File: src/shared/dpc_pkg.sv
// Package for the dual-ported configuration register bank.
// Holds register offsets, field positions, bus kinds, decode patterns and
// the map of the controller's own APB registers; both ends import it.
`default_nettype none

package dpc_pkg;

	// ---------------------------------------------------------------
	// Configuration register indexes (5-bit register map).
	// ---------------------------------------------------------------
	localparam logic [4:0] REG_SLOT_ID_LOW     = 5'h00; // Slot ID byte 0.
	localparam logic [4:0] REG_SLOT_ID_HIGH    = 5'h01; // Slot ID byte 1.
	localparam logic [4:0] REG_CARD_ENABLE_CFG = 5'h02; // Card enable config.
	localparam logic [4:0] REG_IO_BASE_ADDRESS = 5'h03; // I/O base address.
	localparam logic [4:0] REG_RESET_CHECK_CTL = 5'h04; // Reset and check control.
	localparam logic [4:0] REG_ARBITRATION_CFG = 5'h05; // Arbitration config.

	// ---------------------------------------------------------------
	// Field positions and reset values.
	// ---------------------------------------------------------------
	localparam int         BIT_CHANNEL_CARD_ENABLE      = 0; // Register 2 bit 0.
	localparam int         BIT_EISA_CARD_ENABLE_FLAG    = 0; // Register 4 bit 0.
	localparam int         BIT_EISA_CHANNEL_CHECK_DRIVE = 1; // Register 4 bit 1.
	localparam int         BIT_PROGRAMMABLE_RESET       = 2; // Register 4 bit 2.
	localparam logic [7:0] CFG_RESET_VALUE              = 8'h00; // Value after reset.

	// ---------------------------------------------------------------
	// Host bus kinds and address decode patterns.
	// ---------------------------------------------------------------
	typedef enum logic [1:0] {
		DPC_BUS_CHANNEL   = 2'h0, // Slot-configured channel bus.
		DPC_BUS_ISA       = 2'h1, // ISA bus.
		DPC_BUS_EISA      = 2'h2, // EISA bus.
		DPC_BUS_BACKPLANE = 2'h3  // Slot-addressed backplane bus.
	} dpc_bus_t;

	localparam logic [6:0] EISA_BASE_UPPER    = 7'h64; // Bits 11..5 of C80h.
	localparam logic [3:0] BACKPLANE_TOP      = 4'hf;  // Leading nibble F.
	localparam logic [2:0] SLOT_WINDOW_UPPER  = 3'h0;  // Index bits 7..5 zero.

	// ---------------------------------------------------------------
	// Controller APB register map (byte addresses).
	// ---------------------------------------------------------------
	localparam logic [7:0] APB_COMMAND = 8'h00; // Start, port, write, setup.
	localparam logic [7:0] APB_ADDRESS = 8'h04; // Host address or MPU index.
	localparam logic [7:0] APB_WDATA   = 8'h08; // Write byte.
	localparam logic [7:0] APB_STATUS  = 8'h0c; // Busy, done, claim, data.
	localparam logic [7:0] APB_CONFIG  = 8'h10; // Bus kind, slot, hard reset.

	localparam int CMD_START = 0; // Write 1 to launch a transfer.
	localparam int CMD_PORT  = 1; // 0 host port, 1 MPU port.
	localparam int CMD_WRITE = 2; // 1 write, 0 read.
	localparam int CMD_SETUP = 3; // Host setup cycle.
	localparam int STS_BUSY  = 0; // Transfer in flight.
	localparam int STS_DONE  = 1; // Sticky; write 1 to clear.
	localparam int STS_CLAIM = 2; // Device claimed the access.
	localparam int STS_CHECK = 3; // Channel check drive seen.
	localparam int STS_FWRST = 4; // Firmware reset seen; write 1 to clear.
	localparam int STS_RDATA = 8; // Read byte at bits 15..8.
	localparam int CFG_BUS   = 0; // Bus kind at bits 1..0.
	localparam int CFG_SLOT  = 2; // Slot number at bits 5..2.
	localparam int CFG_HRST  = 6; // Hard reset pin level.

endpackage

`default_nettype wire

File: src/shared/dpc_if.sv
// Interface joining the register bank to the party that drives its ports.
// Assumes one clock, sys_clk, shared by both ends.
`timescale 1ns/1ps
`default_nettype none

interface dpc_if
	import dpc_pkg::*;
();
	logic        host_reset;   // Host reset pin, active high level.
	dpc_bus_t    bus_kind;     // Host bus kind strap.
	logic [3:0]  slot_number;  // Slot number strap.
	logic        h_req;        // Host request, held until h_ack.
	logic        h_write;      // Host direction, 1 write.
	logic        h_setup;      // Host setup cycle.
	logic [31:0] h_addr;       // Host address.
	logic [7:0]  h_wdata;      // Host write byte.
	logic        h_ack;        // Host answer pulse.
	logic        h_claim;      // Device claimed the host access.
	logic [7:0]  h_rdata;      // Host read byte.
	logic        m_req;        // MPU request, held until m_ack.
	logic        m_write;      // MPU direction, 1 write.
	logic [4:0]  m_index;      // MPU register index.
	logic [7:0]  m_wdata;      // MPU write byte.
	logic        m_ack;        // MPU answer pulse.
	logic [7:0]  m_rdata;      // MPU read byte.
	logic        channel_check; // Channel check drive to the host bus.
	logic        fw_reset;     // Firmware reset pulse to the chip.

	// The register bank end.
	modport dev (
		input  host_reset, bus_kind, slot_number,
		input  h_req, h_write, h_setup, h_addr, h_wdata,
		output h_ack, h_claim, h_rdata,
		input  m_req, m_write, m_index, m_wdata,
		output m_ack, m_rdata, channel_check, fw_reset
	);

	// The controller end that plays host and MPU.
	modport ctl (
		output host_reset, bus_kind, slot_number,
		output h_req, h_write, h_setup, h_addr, h_wdata,
		input  h_ack, h_claim, h_rdata,
		output m_req, m_write, m_index, m_wdata,
		input  m_ack, m_rdata, channel_check, fw_reset
	);
endinterface

`default_nettype wire

File: src/core/dpc_regbank.sv
// Dual-ported configuration register bank, registers 0 to 5.
// Assumes sys_clk at 250 MHz, rst a synchronous power-up reset, and that each
// requester holds its request steady until it sees its one-cycle answer.
//
// How it works
// - Host and MPU reach registers by access letter.
// - Host reset pin hard-resets; reset bit firmware-resets.
// - Slot ID: MPU writes only, host reads only.
// - Firmware loads slot ID before setup.
// - Registers 0,1,2 survive firmware reset; hard reset spares 0,1 and clears reg2 bit 0 on a channel bus.
// - Register 2 read/write from both ports.
// - Channel card enable gates non-setup host access.
// - Channel/ISA: no decode until base written.
// - Channel decode: base against address 15..8.
// - ISA decode: base against address 9..5.
// - EISA register 3 is general storage.
// - EISA base fixed at slot-specific C80h.
// - Backplane decode in slot nibble space.
// - Hard reset clears reg4 bits 0-2; firmware bit 1.
// - EISA enable flag is storage only.
// - EISA channel check follows reg4 bit 1.
// - Writing reg4 bit 2 latches programmable reset.
// - Programmable reset spares regs 2,3,5 and port logic.
// - Reg4 bits 3-7 undefined, unused.
// - Register 5 cleared by hard reset, both ports.
`timescale 1ns/1ps
`default_nettype none

module dpc_regbank
	import dpc_pkg::*;
(
	input  wire logic sys_clk,  // System clock.
	input  wire logic rst,      // Synchronous power-up reset.
	dpc_if.dev        port      // Host and MPU ports.
);

	// ---------------------------------------------------------------
	// Storage.
	// ---------------------------------------------------------------
	logic [7:0] slot_id_low;               // Register 0.
	logic [7:0] slot_id_high;              // Register 1.
	logic [7:0] card_enable_config;        // Register 2.
	logic [7:0] io_base_address;           // Register 3.
	logic [1:0] reset_and_check_control;   // Register 4 bits 1..0.
	logic       reset_latch;               // Register 4 bit 2, the latched reset.
	logic [7:0] arbitration_config;        // Register 5.
	logic       base_written;              // Register 3 written since power-up.

	// ---------------------------------------------------------------
	// Port decode.
	// ---------------------------------------------------------------
	logic       host_go;     // Host request not yet answered.
	logic       mpu_go;      // MPU request not yet answered.
	logic       host_decode; // Host address hits this card.
	logic       host_claim;  // Host access will be claimed.
	logic [4:0] host_index;  // Register index from the host address.
	logic       mpu_serve;   // MPU served this cycle.
	logic       host_wr;     // Host write strobe this cycle.
	logic       mpu_wr;      // MPU write strobe this cycle.
	logic       hard_reset;  // Host reset pin.

	// Returns the readable value of a register, zero where nothing is kept.
	function automatic logic [7:0] read_reg(input logic [4:0] idx);
		logic [7:0] value;
		value = 8'h00;
		case (idx)
			REG_SLOT_ID_LOW:     value = slot_id_low;
			REG_SLOT_ID_HIGH:    value = slot_id_high;
			REG_CARD_ENABLE_CFG: value = card_enable_config;
			REG_IO_BASE_ADDRESS: value = io_base_address;
			// Bits 7..3 read as zero and hold nothing.
			REG_RESET_CHECK_CTL: value = {5'h00, reset_latch, reset_and_check_control};
			REG_ARBITRATION_CFG: value = arbitration_config;
			default:             value = 8'h00;
		endcase
		return value;
	endfunction
	// True when a write from the given port lands on the given register.
	function automatic logic hits(input logic strobe, input logic [4:0] idx,
		input logic [4:0] target);
		return strobe && (idx == target);
	endfunction
	assign hard_reset = port.host_reset; // Host pin is the hard reset.
	assign host_index = port.h_addr[4:0];
	assign host_go    = port.h_req && !port.h_ack;
	assign mpu_go     = port.m_req && !port.m_ack;
	// Decides whether the host address belongs to this card.
	always_comb begin
		host_decode = 1'b0;
		case (port.bus_kind)
			DPC_BUS_CHANNEL: begin
				// Compare base against bits 15..8, only once it is written.
				host_decode = base_written && (port.h_addr[15:8] == io_base_address)
					&& card_enable_config[BIT_CHANNEL_CARD_ENABLE];
			end
			DPC_BUS_ISA: begin
				// Compare base against bits 9..5, only once it is written.
				host_decode = base_written && (port.h_addr[9:5] == io_base_address[4:0]);
			end
			DPC_BUS_EISA: begin
				// Fixed base with the slot number as leading digit.
				host_decode = (port.h_addr[15:12] == port.slot_number)
					&& (port.h_addr[11:5] == EISA_BASE_UPPER);
			end
			DPC_BUS_BACKPLANE: begin
				// Slot nibble space with a 32-register index field.
				host_decode = (port.h_addr[31:28] == BACKPLANE_TOP)
					&& (port.h_addr[27:24] == port.slot_number)
					&& (port.h_addr[19:8] == 12'h000)
					&& (port.h_addr[7:5] == SLOT_WINDOW_UPPER);
			end
			default: host_decode = 1'b0;
		endcase
	end

	// Setup cycles are always answered, even with the card disabled.
	assign host_claim = port.h_setup || host_decode;
	// The MPU waits one cycle when the host hits the same register.
	assign mpu_serve = mpu_go && !(host_go && host_claim && (host_index == port.m_index));
	// Host may not write the slot ID registers.
	assign host_wr = host_go && host_claim && port.h_write && !hard_reset
		&& (host_index != REG_SLOT_ID_LOW) && (host_index != REG_SLOT_ID_HIGH);
	assign mpu_wr  = mpu_serve && port.m_write && !hard_reset;

	// ---------------------------------------------------------------
	// Port answers.
	// ---------------------------------------------------------------
	// Host answer: one-cycle acknowledge with the claim and read byte.
	always_ff @(posedge sys_clk) begin
		if (rst) begin
			port.h_ack   <= 1'b0;
			port.h_claim <= 1'b0;
			port.h_rdata <= 8'h00;
		end else begin
			port.h_ack   <= host_go;
			port.h_claim <= host_go && host_claim;
			// Host reads every kept register, slot ID included.
			port.h_rdata <= (host_go && host_claim && !port.h_write)
				? read_reg(host_index) : 8'h00;
		end
	end

	// MPU answer: one-cycle acknowledge; slot ID reads return zero.
	always_ff @(posedge sys_clk) begin
		if (rst) begin
			port.m_ack   <= 1'b0;
			port.m_rdata <= 8'h00;
		end else begin
			port.m_ack <= mpu_serve;
			if (mpu_serve && !port.m_write && (port.m_index != REG_SLOT_ID_LOW)
				&& (port.m_index != REG_SLOT_ID_HIGH)) begin
				port.m_rdata <= read_reg(port.m_index);
			end else begin
				port.m_rdata <= 8'h00;
			end
		end
	end

	// ---------------------------------------------------------------
	// Registers 0 and 1.
	// ---------------------------------------------------------------
	// Slot ID bytes: MPU writes only, no reset but power-up.
	always_ff @(posedge sys_clk) begin
		if (rst) begin
			slot_id_low  <= CFG_RESET_VALUE;
			slot_id_high <= CFG_RESET_VALUE;
		end else begin
			if (hits(mpu_wr, port.m_index, REG_SLOT_ID_LOW)) begin
				slot_id_low <= port.m_wdata;
			end
			if (hits(mpu_wr, port.m_index, REG_SLOT_ID_HIGH)) begin
				slot_id_high <= port.m_wdata;
			end
		end
	end

	// ---------------------------------------------------------------
	// Registers 2 and 3.
	// ---------------------------------------------------------------
	// Register 2: both ports; only the channel enable bit sees hard reset.
	always_ff @(posedge sys_clk) begin
		if (rst) begin
			card_enable_config <= CFG_RESET_VALUE;
		end else if (hard_reset) begin
			if (port.bus_kind == DPC_BUS_CHANNEL) begin
				card_enable_config[BIT_CHANNEL_CARD_ENABLE] <= 1'b0;
			end
		end else if (hits(host_wr, host_index, REG_CARD_ENABLE_CFG)) begin
			card_enable_config <= port.h_wdata;
		end else if (hits(mpu_wr, port.m_index, REG_CARD_ENABLE_CFG)) begin
			card_enable_config <= port.m_wdata;
		end
	end

	// Register 3: base address or general storage; firmware reset spares it.
	always_ff @(posedge sys_clk) begin
		if (rst) begin
			io_base_address <= CFG_RESET_VALUE;
			base_written    <= 1'b0;
		end else if (hits(host_wr, host_index, REG_IO_BASE_ADDRESS)) begin
			io_base_address <= port.h_wdata;
			base_written    <= 1'b1;
		end else if (hits(mpu_wr, port.m_index, REG_IO_BASE_ADDRESS)) begin
			io_base_address <= port.m_wdata;
			base_written    <= 1'b1;
		end
	end

	// ---------------------------------------------------------------
	// Register 4 and the programmable reset.
	// ---------------------------------------------------------------
	// Enable flag and check bit: hard reset clears both, firmware bit 1.
	always_ff @(posedge sys_clk) begin
		if (rst || hard_reset) begin
			reset_and_check_control <= 2'b00;
		end else if (reset_latch) begin
			reset_and_check_control[BIT_EISA_CHANNEL_CHECK_DRIVE] <= 1'b0;
		end else if (hits(host_wr, host_index, REG_RESET_CHECK_CTL)) begin
			// The enable flag is stored only and steers nothing.
			reset_and_check_control <= port.h_wdata[1:0];
		end else if (hits(mpu_wr, port.m_index, REG_RESET_CHECK_CTL)) begin
			reset_and_check_control <= port.m_wdata[1:0];
		end
	end

	// Writing one to bit 2 latches a one-cycle firmware reset.
	always_ff @(posedge sys_clk) begin
		if (rst || hard_reset) begin
			reset_latch <= 1'b0;
		end else if (reset_latch) begin
			reset_latch <= 1'b0;
		end else if (hits(host_wr, host_index, REG_RESET_CHECK_CTL)) begin
			reset_latch <= port.h_wdata[BIT_PROGRAMMABLE_RESET];
		end else if (hits(mpu_wr, port.m_index, REG_RESET_CHECK_CTL)) begin
			reset_latch <= port.m_wdata[BIT_PROGRAMMABLE_RESET];
		end
	end

	// Firmware reset pulse to the chip, one cycle after the latch sets.
	always_ff @(posedge sys_clk) begin
		if (rst) begin
			port.fw_reset <= 1'b0;
		end else begin
			port.fw_reset <= reset_latch;
		end
	end

	// Channel check drive follows bit 1 on an EISA host only.
	always_ff @(posedge sys_clk) begin
		if (rst) begin
			port.channel_check <= 1'b0;
		end else begin
			port.channel_check <= (port.bus_kind == DPC_BUS_EISA)
				&& reset_and_check_control[BIT_EISA_CHANNEL_CHECK_DRIVE];
		end
	end

	// ---------------------------------------------------------------
	// Register 5.
	// ---------------------------------------------------------------
	// Cleared by hard reset, untouched by firmware reset, both ports.
	always_ff @(posedge sys_clk) begin
		if (rst || hard_reset) begin
			arbitration_config <= CFG_RESET_VALUE;
		end else if (hits(host_wr, host_index, REG_ARBITRATION_CFG)) begin
			arbitration_config <= port.h_wdata;
		end else if (hits(mpu_wr, port.m_index, REG_ARBITRATION_CFG)) begin
			arbitration_config <= port.m_wdata;
		end
	end

endmodule

`default_nettype wire

File: src/flat_wrapper.sv
// flat-port wrapper written by rule: the top's interface ports become plain ports
module dpc_regbank_flat import dpc_pkg::*;
  (sys_clk, rst, port_host_reset, port_bus_kind, port_slot_number, port_h_req, port_h_write, port_h_setup, port_h_addr, port_h_wdata, port_h_ack, port_h_claim, port_h_rdata, port_m_req, port_m_write, port_m_index, port_m_wdata, port_m_ack, port_m_rdata, port_channel_check, port_fw_reset);
  dpc_if port_i ();
  input  wire logic sys_clk;
  input  wire logic rst;
  input wire logic [$bits(port_i.host_reset)-1:0] port_host_reset;
  input wire logic [$bits(port_i.bus_kind)-1:0] port_bus_kind;
  input wire logic [$bits(port_i.slot_number)-1:0] port_slot_number;
  input wire logic [$bits(port_i.h_req)-1:0] port_h_req;
  input wire logic [$bits(port_i.h_write)-1:0] port_h_write;
  input wire logic [$bits(port_i.h_setup)-1:0] port_h_setup;
  input wire logic [$bits(port_i.h_addr)-1:0] port_h_addr;
  input wire logic [$bits(port_i.h_wdata)-1:0] port_h_wdata;
  output wire logic [$bits(port_i.h_ack)-1:0] port_h_ack;
  output wire logic [$bits(port_i.h_claim)-1:0] port_h_claim;
  output wire logic [$bits(port_i.h_rdata)-1:0] port_h_rdata;
  input wire logic [$bits(port_i.m_req)-1:0] port_m_req;
  input wire logic [$bits(port_i.m_write)-1:0] port_m_write;
  input wire logic [$bits(port_i.m_index)-1:0] port_m_index;
  input wire logic [$bits(port_i.m_wdata)-1:0] port_m_wdata;
  output wire logic [$bits(port_i.m_ack)-1:0] port_m_ack;
  output wire logic [$bits(port_i.m_rdata)-1:0] port_m_rdata;
  output wire logic [$bits(port_i.channel_check)-1:0] port_channel_check;
  output wire logic [$bits(port_i.fw_reset)-1:0] port_fw_reset;
  assign port_i.host_reset = port_host_reset;
  assign port_i.bus_kind = port_bus_kind;
  assign port_i.slot_number = port_slot_number;
  assign port_i.h_req = port_h_req;
  assign port_i.h_write = port_h_write;
  assign port_i.h_setup = port_h_setup;
  assign port_i.h_addr = port_h_addr;
  assign port_i.h_wdata = port_h_wdata;
  assign port_h_ack = port_i.h_ack;
  assign port_h_claim = port_i.h_claim;
  assign port_h_rdata = port_i.h_rdata;
  assign port_i.m_req = port_m_req;
  assign port_i.m_write = port_m_write;
  assign port_i.m_index = port_m_index;
  assign port_i.m_wdata = port_m_wdata;
  assign port_m_ack = port_i.m_ack;
  assign port_m_rdata = port_i.m_rdata;
  assign port_channel_check = port_i.channel_check;
  assign port_fw_reset = port_i.fw_reset;
  dpc_regbank u_core (.sys_clk(sys_clk), .rst(rst), .port(port_i));
endmodule
File: config.mk
export PLATFORM = sky130hd
export DESIGN_NAME = dpc_regbank_flat
export DESIGN_NICKNAME = d
export VERILOG_FILES = /design/src/shared/dpc_pkg.sv /design/src/shared/dpc_if.sv /design/src/core/dpc_regbank.sv /design/src/flat_wrapper.sv
export SDC_FILE = /design/constraint.sdc
export NUM_CORES = 1
export LEC_CHECK = 0
export BUFFER_PORTS_ARGS = -buffer_cell sky130_fd_sc_hd__buf_4
export CORE_MARGIN = 2
export CORE_UTILIZATION = 40
export CTS_CLUSTER_DIAMETER = 80
export CTS_CLUSTER_SIZE = 25
export DETAILED_ROUTE_END_ITERATION = 8
export SETUP_SLACK_MARGIN = 0.1
export SYNTH_ARGS = -nofsm -noshare
export SYNTH_HDL_FRONTEND = slang
export SYNTH_SLANG_ARGS = --single-unit
File: constraint.sdc
create_clock -name sys_clk -period 4.2 [get_ports sys_clk]
set_input_delay 0.63 -clock sys_clk [delete_from_list [all_inputs] [get_ports sys_clk]]
set_output_delay 0.63 -clock sys_clk [all_outputs]
set_load 0.05 [all_outputs]
==> results of run 1 <==
==> flip-flops by register name (all words and copies together) (netlist names) <==
name,cells
u_core.port.fw_reset,1
u_core.card_enable_config,8
u_core.port.channel_check,1
u_core.port.h_ack,1
u_core.reset_and_check_control,2
u_core.port.h_rdata,8
u_core.reset_latch,1
u_core.slot_id_low,8
u_core.base_written,1
u_core.port.m_ack,1
u_core.port.h_claim,1
u_core.io_base_address,8
u_core.arbitration_config,8
u_core.port.m_rdata,8
u_core.slot_id_high,8
==> worst max-delay path, delay by kind of cell (launching register included) <==
kind	cells	cell delay, ps
compound gates	3	520
xor+xnor	1	180
flops	1	490
mux	1	280
simple gates	3	1350
==> path summary, 6_finish.rpt <==
path                                  endpoint  depth (start not counted)
setup / recovery  u_core.arbitration_config[5]                          8
hold / removal       u_core.io_base_address[4]                          3
setup reg to reg  u_core.arbitration_config[5]                          8
hold reg to reg            u_core.base_written                          2
==> area by class of cell <==
class,count,area share [%]
Clock inverter,5,1.29
Tap cell,105,3.07
Inverter,2,0.175
Clock buffer,11,3.30
Sequential cell,65,30.4
Timing Repair Buffer,89,15.6
Multi-Input combinational cell,275,46.2
==> cell families (layout without fill, tap and decap cells) <==
| logic type | count (synthesis) | after routing |
|---|---|---|
| multiplexers | 37 | 37 |
| flip-flops | 65 | 65 |
| AO/OA/AOI/OAI | 85 | 85 |
| XOR/XNOR | 26 | 26 |
| AND/OR/NAND/NOR | 127 | 127 |
| buffers and inverters | 25 | 107 |
==> where the power goes <==
group / switching, mW / internal, mW
Clock: 0.250 / 0.288
Sequential: 0.00212 / 0.620
Combinational: 0.0879 / 0.0690
Total: 0.340 / 0.977
==> cell usage after synthesis, types with 3 or more instances <==
cell type	n
nand2_1	26
a221oi_1	7
nor2_1	34
nand4_1	8
nor4b_1	3
nor2b_1	8
xor2_1	10
nand3_1	6
dfxtp_1	65
nor4_1	6
a222oi_1	16
clkbuf_1	15
and2_1	3
and3_1	3
o22ai_1	7
xnor2_1	16
o21ai_1	7
a22o_1	3
a21oi_1	9
mux2i_1	37
nor3_1	6
a211oi_1	11
a22oi_1	5
nor3_2	7
buf_1	4
o21ai_0	14
==> routing by layer <==
| metal | up-vias | GRT usage (%) | routed length, um |
|---|---|---|---|
| li1 | 1536 | - | - |
| met1 | 1563 | 31.5 | 4550 |
| met2 | 207 | 39.6 | 5200 |
| met3 | 31 | 5.56 | 1160 |
| met4 | 0 | 10.8 | 323 |
| met5 | - | 0 | 0 |
==> placed cells by master (no fill, tap or decap), types with 5 or more instances in the layout <==
cell type and count:
a22oi_1 5, o22ai_1 7, o21ai_1 7, nand3_1 6, clkbuf_8 10, a222oi_1 16, xnor2_1 16, a21oi_1 9
xor2_1 10, nor2b_1 8, nor2_1 34, nor3_2 7, nor3_1 6, a211oi_1 11, o21ai_0 14, nand2_1 26
nor4_1 6, dfxtp_1 65, mux2i_1 37, a221oi_1 7, buf_4 89, nand4_1 8
==> run metrics, run 1 <==
hold-fix buffers at CTS 0; post-synthesis xor/xnor area fraction between 6 and 7%; Post-Synth Simple-Gate Area roughly a fifth; Worst path max stage delay between 600 and 700 ps; clk sinks 65; placed cell area 0.00409 mm2; IO buf count 83; final cell count without fillers roughly 550; CP cell instances xor2_1, nor4_1, a31oi_1, or4b_1, a31oi_4, and3_1, mux2i_1, o21ai_0; critical path type flop to flop; crit end category flop; total grt overflow 0; Reg2Reg Setup Slack 1220 ps; mux contribution to synthesized area a little over a tenth; synthesis-to-layout area growth 26.9%; number of flops mapped to enable cells by yosys 0; post-route cell area 0.00428 mm2; Synthesized Nets 432; gpl congestion ~0.86; Synth top area share a little under 40%; antenna viol nets, final 0; top_reg_cell synth dfxtp_1; post-synth top area cell dfxtp_1; Initial Util 41.3%; TritonCTS clock tree built; Clock Pin Slew Worst Setup and Hold Paths roughly 70 ps; post-synthesis sequential area ratio between 30% and 40%; post-route setup slack approximately 1200 ps; DR vias/cell approximately 6.0; pwr dens ~310 mW/mm2; post-cts sizing count 0; Skew-Pair Late Insertion Delay ~340 ps; Die Area slightly above 0.009 mm2; Core Area approximately 0.0082 mm2; Util after Layout 52.4%; post-DP HPWL 7680 um; Place WS 911 ps; final number of setup-violating endpoints 0; Synth Area in Compound Gates 19.3%; ratio of cells with drive above 1 in the final layout ~28%; fin nets roughly 510; num rows 33; P_leak between 1.5 and 2 nW; 1st-iter DRT viols around 350; Post-Syn Instances 365; clk_skew approximately 7.4 ps; Die H about 96 um; fin crit share 70.9%; Multi-input gate area 0.00198 mm2; Synth area leaders dfxtp_1 39%, mux2i_1 11%, a222oi_1 4.7%; syn_area_per_cell between 9 and 10 um2; final hold vios 0; wire per inst between 20 and 25 um; crit path max fanout 8; post-route minimum period roughly 3000 ps; post-CTS setup repair buffer count 0; CTS Root Cell clkbuf_8; largest net degree at the start of global routing 37; Vias approximately 3300; Ys Warns 0; post-route setup TNS 0 ps; post-synth cell types 47; Slowest-stage cell, CP or4b_1; worst slew pin tran 1030 ps; fill count 777; CTS H-tree depth 3; outcome finished clean; Worst Hold Class input pin to flop; Max Cap Viol 0; Req. time, crit path ~4400 ps; Adder-Cell Fraction of Synth Area 0%; Worst R2R Start u_core.io_base_address[2]; sequential cell area roughly 0.0013 mm2; Critical Path AT around 3200 ps; Pre-antenna DRT Iters 6; overall die width 95.8 um; Placed Instances approximately 540; vias in the first global route around 3000; total track usage roughly 25%; asr flop ratio synth 0%; Max Transition Viols Final 0; # IOs between 80 and 90; worst hold margin 510 ps; CTS Buffer Depth 2; VDD IR max roughly 160 uV; number of inserted diodes 0; crit path from u_core.io_base_address[2]; total wire length 11200 um; hold_sp port_h_wdata[4]; startpoint type of the worst setup path flop; max frequency approximately 340 MHz; DRC errors left 0; first-pass GRT wire length between 15000 and 20000 um; initial antenna violation count 0; unrepaired setup endpoints after global routing no; synthesized area about 0.0034 mm2; total power between 1 and 1.5 mW; Seq cells post-synth between 60 and 70; main combinational cell family by area after synthesis simple AND/OR/NAND/NOR gates; max_slew headroom between 30% and 40%; total CTS buffers 9
No activity file was read; power rests on OpenSTA's default activity.
==> run 2, diff against run 1 <==
==> constraint.sdc (replaced) <==
create_clock -name sys_clk -period 2.91 [get_ports sys_clk]
set_input_delay 0.4365 -clock sys_clk [delete_from_list [all_inputs] [get_ports sys_clk]]
set_output_delay 0.4365 -clock sys_clk [all_outputs]
set_load 0.05 [all_outputs]
==> run 2 against run 1 <==
First-iteration DRC count decreased by 2.5%. Wire length increased by 0.39%. Global-route usage decreased by 0.078 points.
==> run metrics, run 2 (synthesis gave the netlist of run 1 again) <==
antenna viol nets, final 0 (unchanged); Reg2Reg Setup Slack 230 ps (-1000 ps); P_leak 1.73 nW (+5.6%); largest net degree at the start of global routing 37 (unchanged); crit end category flop; Die Area 0.00918 mm2 (unchanged); initial antenna violation count 0 (unchanged); Clock Pin Slew Worst Setup and Hold Paths 80 ps (about the same); CTS Buffer Depth 2 (unchanged); final cell count without fillers 569 (+3.1%); total CTS buffers 9 (unchanged); Worst Hold Class input pin to flop; Die H 95.8 um (unchanged); hold-fix buffers at CTS 0 (unchanged); CTS H-tree depth 3 (unchanged); num rows 33 (unchanged); Vias 3396 (+1.8%); clk sinks 65 (unchanged); Core Area 0.00818 mm2 (unchanged); number of inserted diodes 0 (unchanged); IO buf count 83 (unchanged); 1st-iter DRT viols 344 (-2.5%); VDD IR max 210 uV (+28%); Pre-antenna DRT Iters 6 (unchanged); hold_sp port_h_wdata[4]; first-pass GRT wire length 16600 um (+0.34%); Max Cap Viol 0 (unchanged); outcome finished clean; Skew-Pair Late Insertion Delay 350 ps (about the same); max_slew headroom 60.8% (+29 points); Placed Instances 553 (+3.2%); Worst R2R End u_core.slot_id_high[0]; critical path type flop to flop; TritonCTS clock tree built; final number of setup-violating endpoints 0 (unchanged); Req. time, crit path 3140 ps (-1260 ps); total wire length 11300 um (+0.39%); Initial Util 41.3% (unchanged); Hold EP u_core.io_base_address[4]; wire per inst 19.8 um (-2.6%); most frequent cells in the layout 106 x buf_4, 65 x dfxtp_1, 37 x mux2i_1, 34 x nor2_1, 26 x nand2_1; # IOs 88 (unchanged); fill count 796 (+2.4%); post-CTS setup repair buffer count 0 (unchanged); worst slew pin tran 587 ps (-440 ps); Critical Path AT 2920 ps (-260 ps); total grt overflow 0 (unchanged); DR vias/cell 5.97 (-1.3%); R2R cell count 10 (+2); DRC errors left 0 (unchanged); overall die width 95.8 um (unchanged); hold depth 3 (unchanged); Worst R2R Start u_core.io_base_address[2]; max frequency 372 MHz (+11%); ratio of cells with drive above 1 in the final layout 30.6% (+2.9 points); commonest non-fill, non-tap cell in the layout buf_4; post-DP HPWL 7880 um (+2.6%); total track usage 24.5% (-0.078 points); Util after Layout 53.9% (+1.5 points); fin crit share 92.3% (+21 points); startpoint type of the worst setup path flop; unrepaired setup endpoints after global routing no; final hold vios 0 (unchanged); fin nets 526 (+3.3%); synthesis-to-layout area growth 30.6%; vias in the first global route 3045 (-0.52%); Max Transition Viols Final 0 (unchanged); post-route setup TNS 0 ps (unchanged); gpl congestion 0.875 (+1.3%); crit path max fanout 8 (unchanged); pwr dens 436 mW/mm2 (+42%); CTS Root Cell clkbuf_8; clk_skew 7.80 ps (+0.413 ps); post-route minimum period 2680 ps (-292 ps)
[run 2: final cells by class]
cell class              instances  area [um2]  share of cell area [%]
well taps                     105         131                    2.98
repair buffers                106         796                    18.1
inverters                       2        7.51                   0.170
clock buffers                  11         141                    3.21
multi-input cells             275        1970                    44.8
flip-flops and latches         65        1300                    29.5
clock inverters                 5        55.1                    1.25
[run 2: layer usage]
metal	vias up	share of wire (%)	GRT usage, %
met1	1621	42	32.0
li1	1567	-	-
met2	182	46	40.5
met5	-	0	0
met3	26	9.1	3.99
met4	0	2.4	9.52
[run 2: worst max-delay path by stage]
stage	from	to	slack, ps	cells after the start
finish	u_core.io_base_address[2]	u_core.slot_id_high[0]	230	10
global route	u_core.io_base_address[2]	u_core.slot_id_high[3]	100	10
CTS	u_core.io_base_address[2]	u_core.slot_id_low[6]	210	9
detailed placement	port_h_addr[8]	u_core.arbitration_config[7]	50	10
global placement	port_h_addr[7]	u_core.arbitration_config[7]	8	10
floorplan	port_h_addr[2]	u_core.card_enable_config[1]	520	9
[run 2: worst max-delay path: stages (launching register included)]
cell and delay [ps]:
dfxtp_1 510, xor2_1 180, nor4_1 70, a31oi_1 150, or4b_1 460, buf_4 200
a31oi_4 220, buf_4 150, nand3_2 310, mux2i_1 260, nor2_1 50
[run 2: report_power, final]
group | total (mW) | internal, mW | switching [mW]
combinational | 0.234 | 0.106 | 0.128
sequential | 0.897 | 0.894 | 0.00311
clock | 0.788 | 0.416 | 0.372
[run 2: what timing repair did]
item | CTS | global route
resized for setup | 1 | 1
gates cloned | 0 | 0
endpoints found under the setup margin | 8 | 8
[run 2: per-stage QoR]
stage               cell area [um2]  setup WS, ps  hold WS [ps]  total power, mW
floorplan                      3370           524           473             1.02
global placement               4200          8.01           492             1.15
detailed placement             4200          54.6           513             1.15
CTS                            4400           208           301             1.92
global route                   4410           100           301             1.98
finish                         4410           225           298             1.92
==> run 3, diff against run 2 <==
--- a/config.mk
+++ b/config.mk
@@ -5,12 +5,14 @@
 export SDC_FILE = /design/constraint.sdc
 export NUM_CORES = 1
 export LEC_CHECK = 0
+export ABC_AREA = 1
 export BUFFER_PORTS_ARGS = -buffer_cell sky130_fd_sc_hd__buf_4
 export CORE_MARGIN = 2
 export CORE_UTILIZATION = 40
 export CTS_CLUSTER_DIAMETER = 80
 export CTS_CLUSTER_SIZE = 25
 export DETAILED_ROUTE_END_ITERATION = 8
+export PLACE_DENSITY_LB_ADDON = 0.05
 export SETUP_SLACK_MARGIN = 0.1
 export SYNTH_ARGS = -nofsm -noshare
 export SYNTH_HDL_FRONTEND = slang
==> run 3 against run 2 <==
Design area grew 9.5%. Worst setup slack gained 520 ps. First-iteration DRC count grew 4.9%. Critical path type unchanged.
==> run metrics, run 3 <==
outcome finished clean; DRC errors left 0 (unchanged); post-synth cell types 34 (-28%); fill count 989 (+24%); wire per inst 15.1 um (-24%); Seq cells post-synth 65 (unchanged); max_slew headroom 56.1% (-4.7 points); synthesized area 0.00386 mm2 (+14%); Die H 102 um (+6.6%); post-route setup TNS 0 ps (unchanged); most frequent cells in the layout 160 x nand2_1, 122 x nor2_1, 93 x buf_4, 85 x inv_1, 65 x dfxtp_1; sequential cell area 0.00130 mm2 (unchanged); clk_skew 13.0 ps (+5.24 ps); synthesis-to-layout area growth 25.1%; post-DP HPWL 10000 um (+28%); antenna viol nets, final 0 (unchanged); hold-fix buffers at CTS 0 (unchanged); largest net degree at the start of global routing 18 (-51%); post-route minimum period 2160 ps (-521 ps); Max Transition Viols Final 0 (unchanged); asr flop ratio synth 0% (unchanged); TritonCTS clock tree built; Pre-antenna DRT Iters 5 (-1); Synth area leaders dfxtp_1 34%, nand2_1 16%, nor2_1 12%; unrepaired setup endpoints after global routing no; syn_area_per_cell 6.31 um2 (-32%); worst slew pin tran 654 ps (+67.2 ps); Core Area 0.00928 mm2 (+14%); VDD IR max 174 uV (-17%); Die Area 0.0104 mm2 (+14%); commonest non-fill, non-tap cell in the layout nand2_1; Post-Syn Instances 611 (+67%); crit path max fanout 17 (+9); Max Cap Viol 0 (unchanged); vias in the first global route 3867 (+27%); DR vias/cell 5.14 (-14%); CTS Root Cell clkbuf_8; CTS H-tree depth 3 (unchanged); Clock Pin Slew Worst Setup and Hold Paths 80 ps (about the same); total track usage 25.2% (+0.67 points); gpl congestion 0.940 (+7.4%); total grt overflow 0 (unchanged); Ys Warns 0 (unchanged); fin nets 769 (+46%); count leader, synth nand2_1; post-route setup slack 746 ps (+521 ps); Place WS 556 ps (+501 ps); post-cts sizing count 0 (-1); first-pass GRT wire length 19800 um (+20%); Skew-Pair Late Insertion Delay 350 ps (about the same); crit end category flop; clk sinks 65 (unchanged); Worst Hold Class input pin to flop; max frequency 462 MHz (+24%); 1st-iter DRT viols 361 (+4.9%); pwr dens 402 mW/mm2 (-7.8%); total CTS buffers 9 (unchanged); num rows 35 (+6.1%); top cells by instance count after synthesis 160 x nand2_1, 122 x nor2_1, 85 x inv_1, 65 x dfxtp_1, 40 x nand3_1; post-synth top area cell dfxtp_1; Req. time, crit path 3160 ps (+20 ps); number of inserted diodes 0 (unchanged); Vias 4296 (+27%); Initial Util 41.5% (+0.29 points); Multi-input gate area 0.00212 mm2 (+7.5%); IO buf count 83 (unchanged); Critical Path AT 2420 ps (-500 ps); # IOs 88 (unchanged); final hold vios 0 (unchanged); critical path type flop to flop; overall die width 102 um (+6.6%); number of flops mapped to enable cells by yosys 0 (unchanged); CTS Buffer Depth 2 (unchanged); top_reg_cell synth dfxtp_1; post-route cell area 0.00483 mm2 (+9.5%); hold depth 2 (-1); Synthesized Nets 678 (+57%); R2R cell count 15 (+5); fin crit share 74.4% (-18 points); initial antenna violation count 0 (unchanged); ratio of cells with drive above 1 in the final layout 19.4% (-11 points); Synth top area share 33.7% (-4.8 points); startpoint type of the worst setup path flop; total wire length 12600 um (+12%); final number of setup-violating endpoints 0 (unchanged); post-synthesis sequential area ratio 33.7% (-4.8 points); post-CTS setup repair buffer count 0 (unchanged); placed cell area 0.00463 mm2 (+10%); P_leak 2.14 nW (+24%)
[run 3: worst paths after layout]
path | start | to | slack [ps]
worst max register to register | u_core.card_enable_config[0] | u_core.io_base_address[4] | 750
worst min-delay path | port_bus_kind[0] | u_core.port.channel_check | 330
worst max-delay path | u_core.card_enable_config[0] | u_core.io_base_address[4] | 750
worst min register to register | u_core.slot_id_high[2] | u_core.port.h_rdata[2] | 480
[run 3: metrics by stage]
stage	std cells	hold WS, ps	utilization [%]	power [mW]
6_report	836	329	52.0	1.94
5_1_grt	836	334	52.0	2.03
4_1_cts	836	323	52.0	1.95
3_5_place_dp	820	468	49.8	1.16
3_3_place_gp	820	455	49.8	1.16
2_1_floorplan	611	428	-	1.03
[run 3: layout make-up]
| type | instances | share of cell area (%) |
|---|---|---|
| Timing Repair Buffer | 93 | 14.5 |
| Inverter | 90 | 7.10 |
| Sequential cell | 65 | 27.0 |
| Clock buffer | 9 | 2.57 |
| Clock inverter | 7 | 1.61 |
| Multi-Input combinational cell | 443 | 44.0 |
| Tap cell | 129 | 3.34 |
[run 3: power breakdown]
group | internal [mW] | switching (mW) | total (mW)
Clock | 0.404 | 0.392 | 0.796
Combinational | 0.102 | 0.145 | 0.246
Sequential | 0.894 | 0.00341 | 0.897
Total | 1.40 | 0.540 | 1.94
[run 3: worst max-delay path, stage by stage, from the launching register on]
cell and delay (ps):
dfxtp_1 340, inv_1 90, nor2_1 180, nand3_1 100
nor2_1 90, nand3_1 90, nand2_1 80, nand2_1 80
nand3_4 110, nand3_4 120, inv_4 140, nand2_4 100
nand2_4 200, nand3_1 180, nand2_1 110, nor2_1 40
[run 3: logic make-up after synthesis]
group           synth area share [%]
flops                           33.7
compound gates                  10.3
buf+inv                         11.3
simple gates                    42.0
xor+xnor                        2.72
[run 3: metal layers]
layer | vias to the layer above | track usage [%] | wire length (um)
met2 | 203 | 41.1 | 5710
met3 | 33 | 5.81 | 1090
met5 | - | 0 | 0
met4 | 0 | 8.10 | 320
met1 | 1933 | 33.1 | 5500
li1 | 2127 | - | -
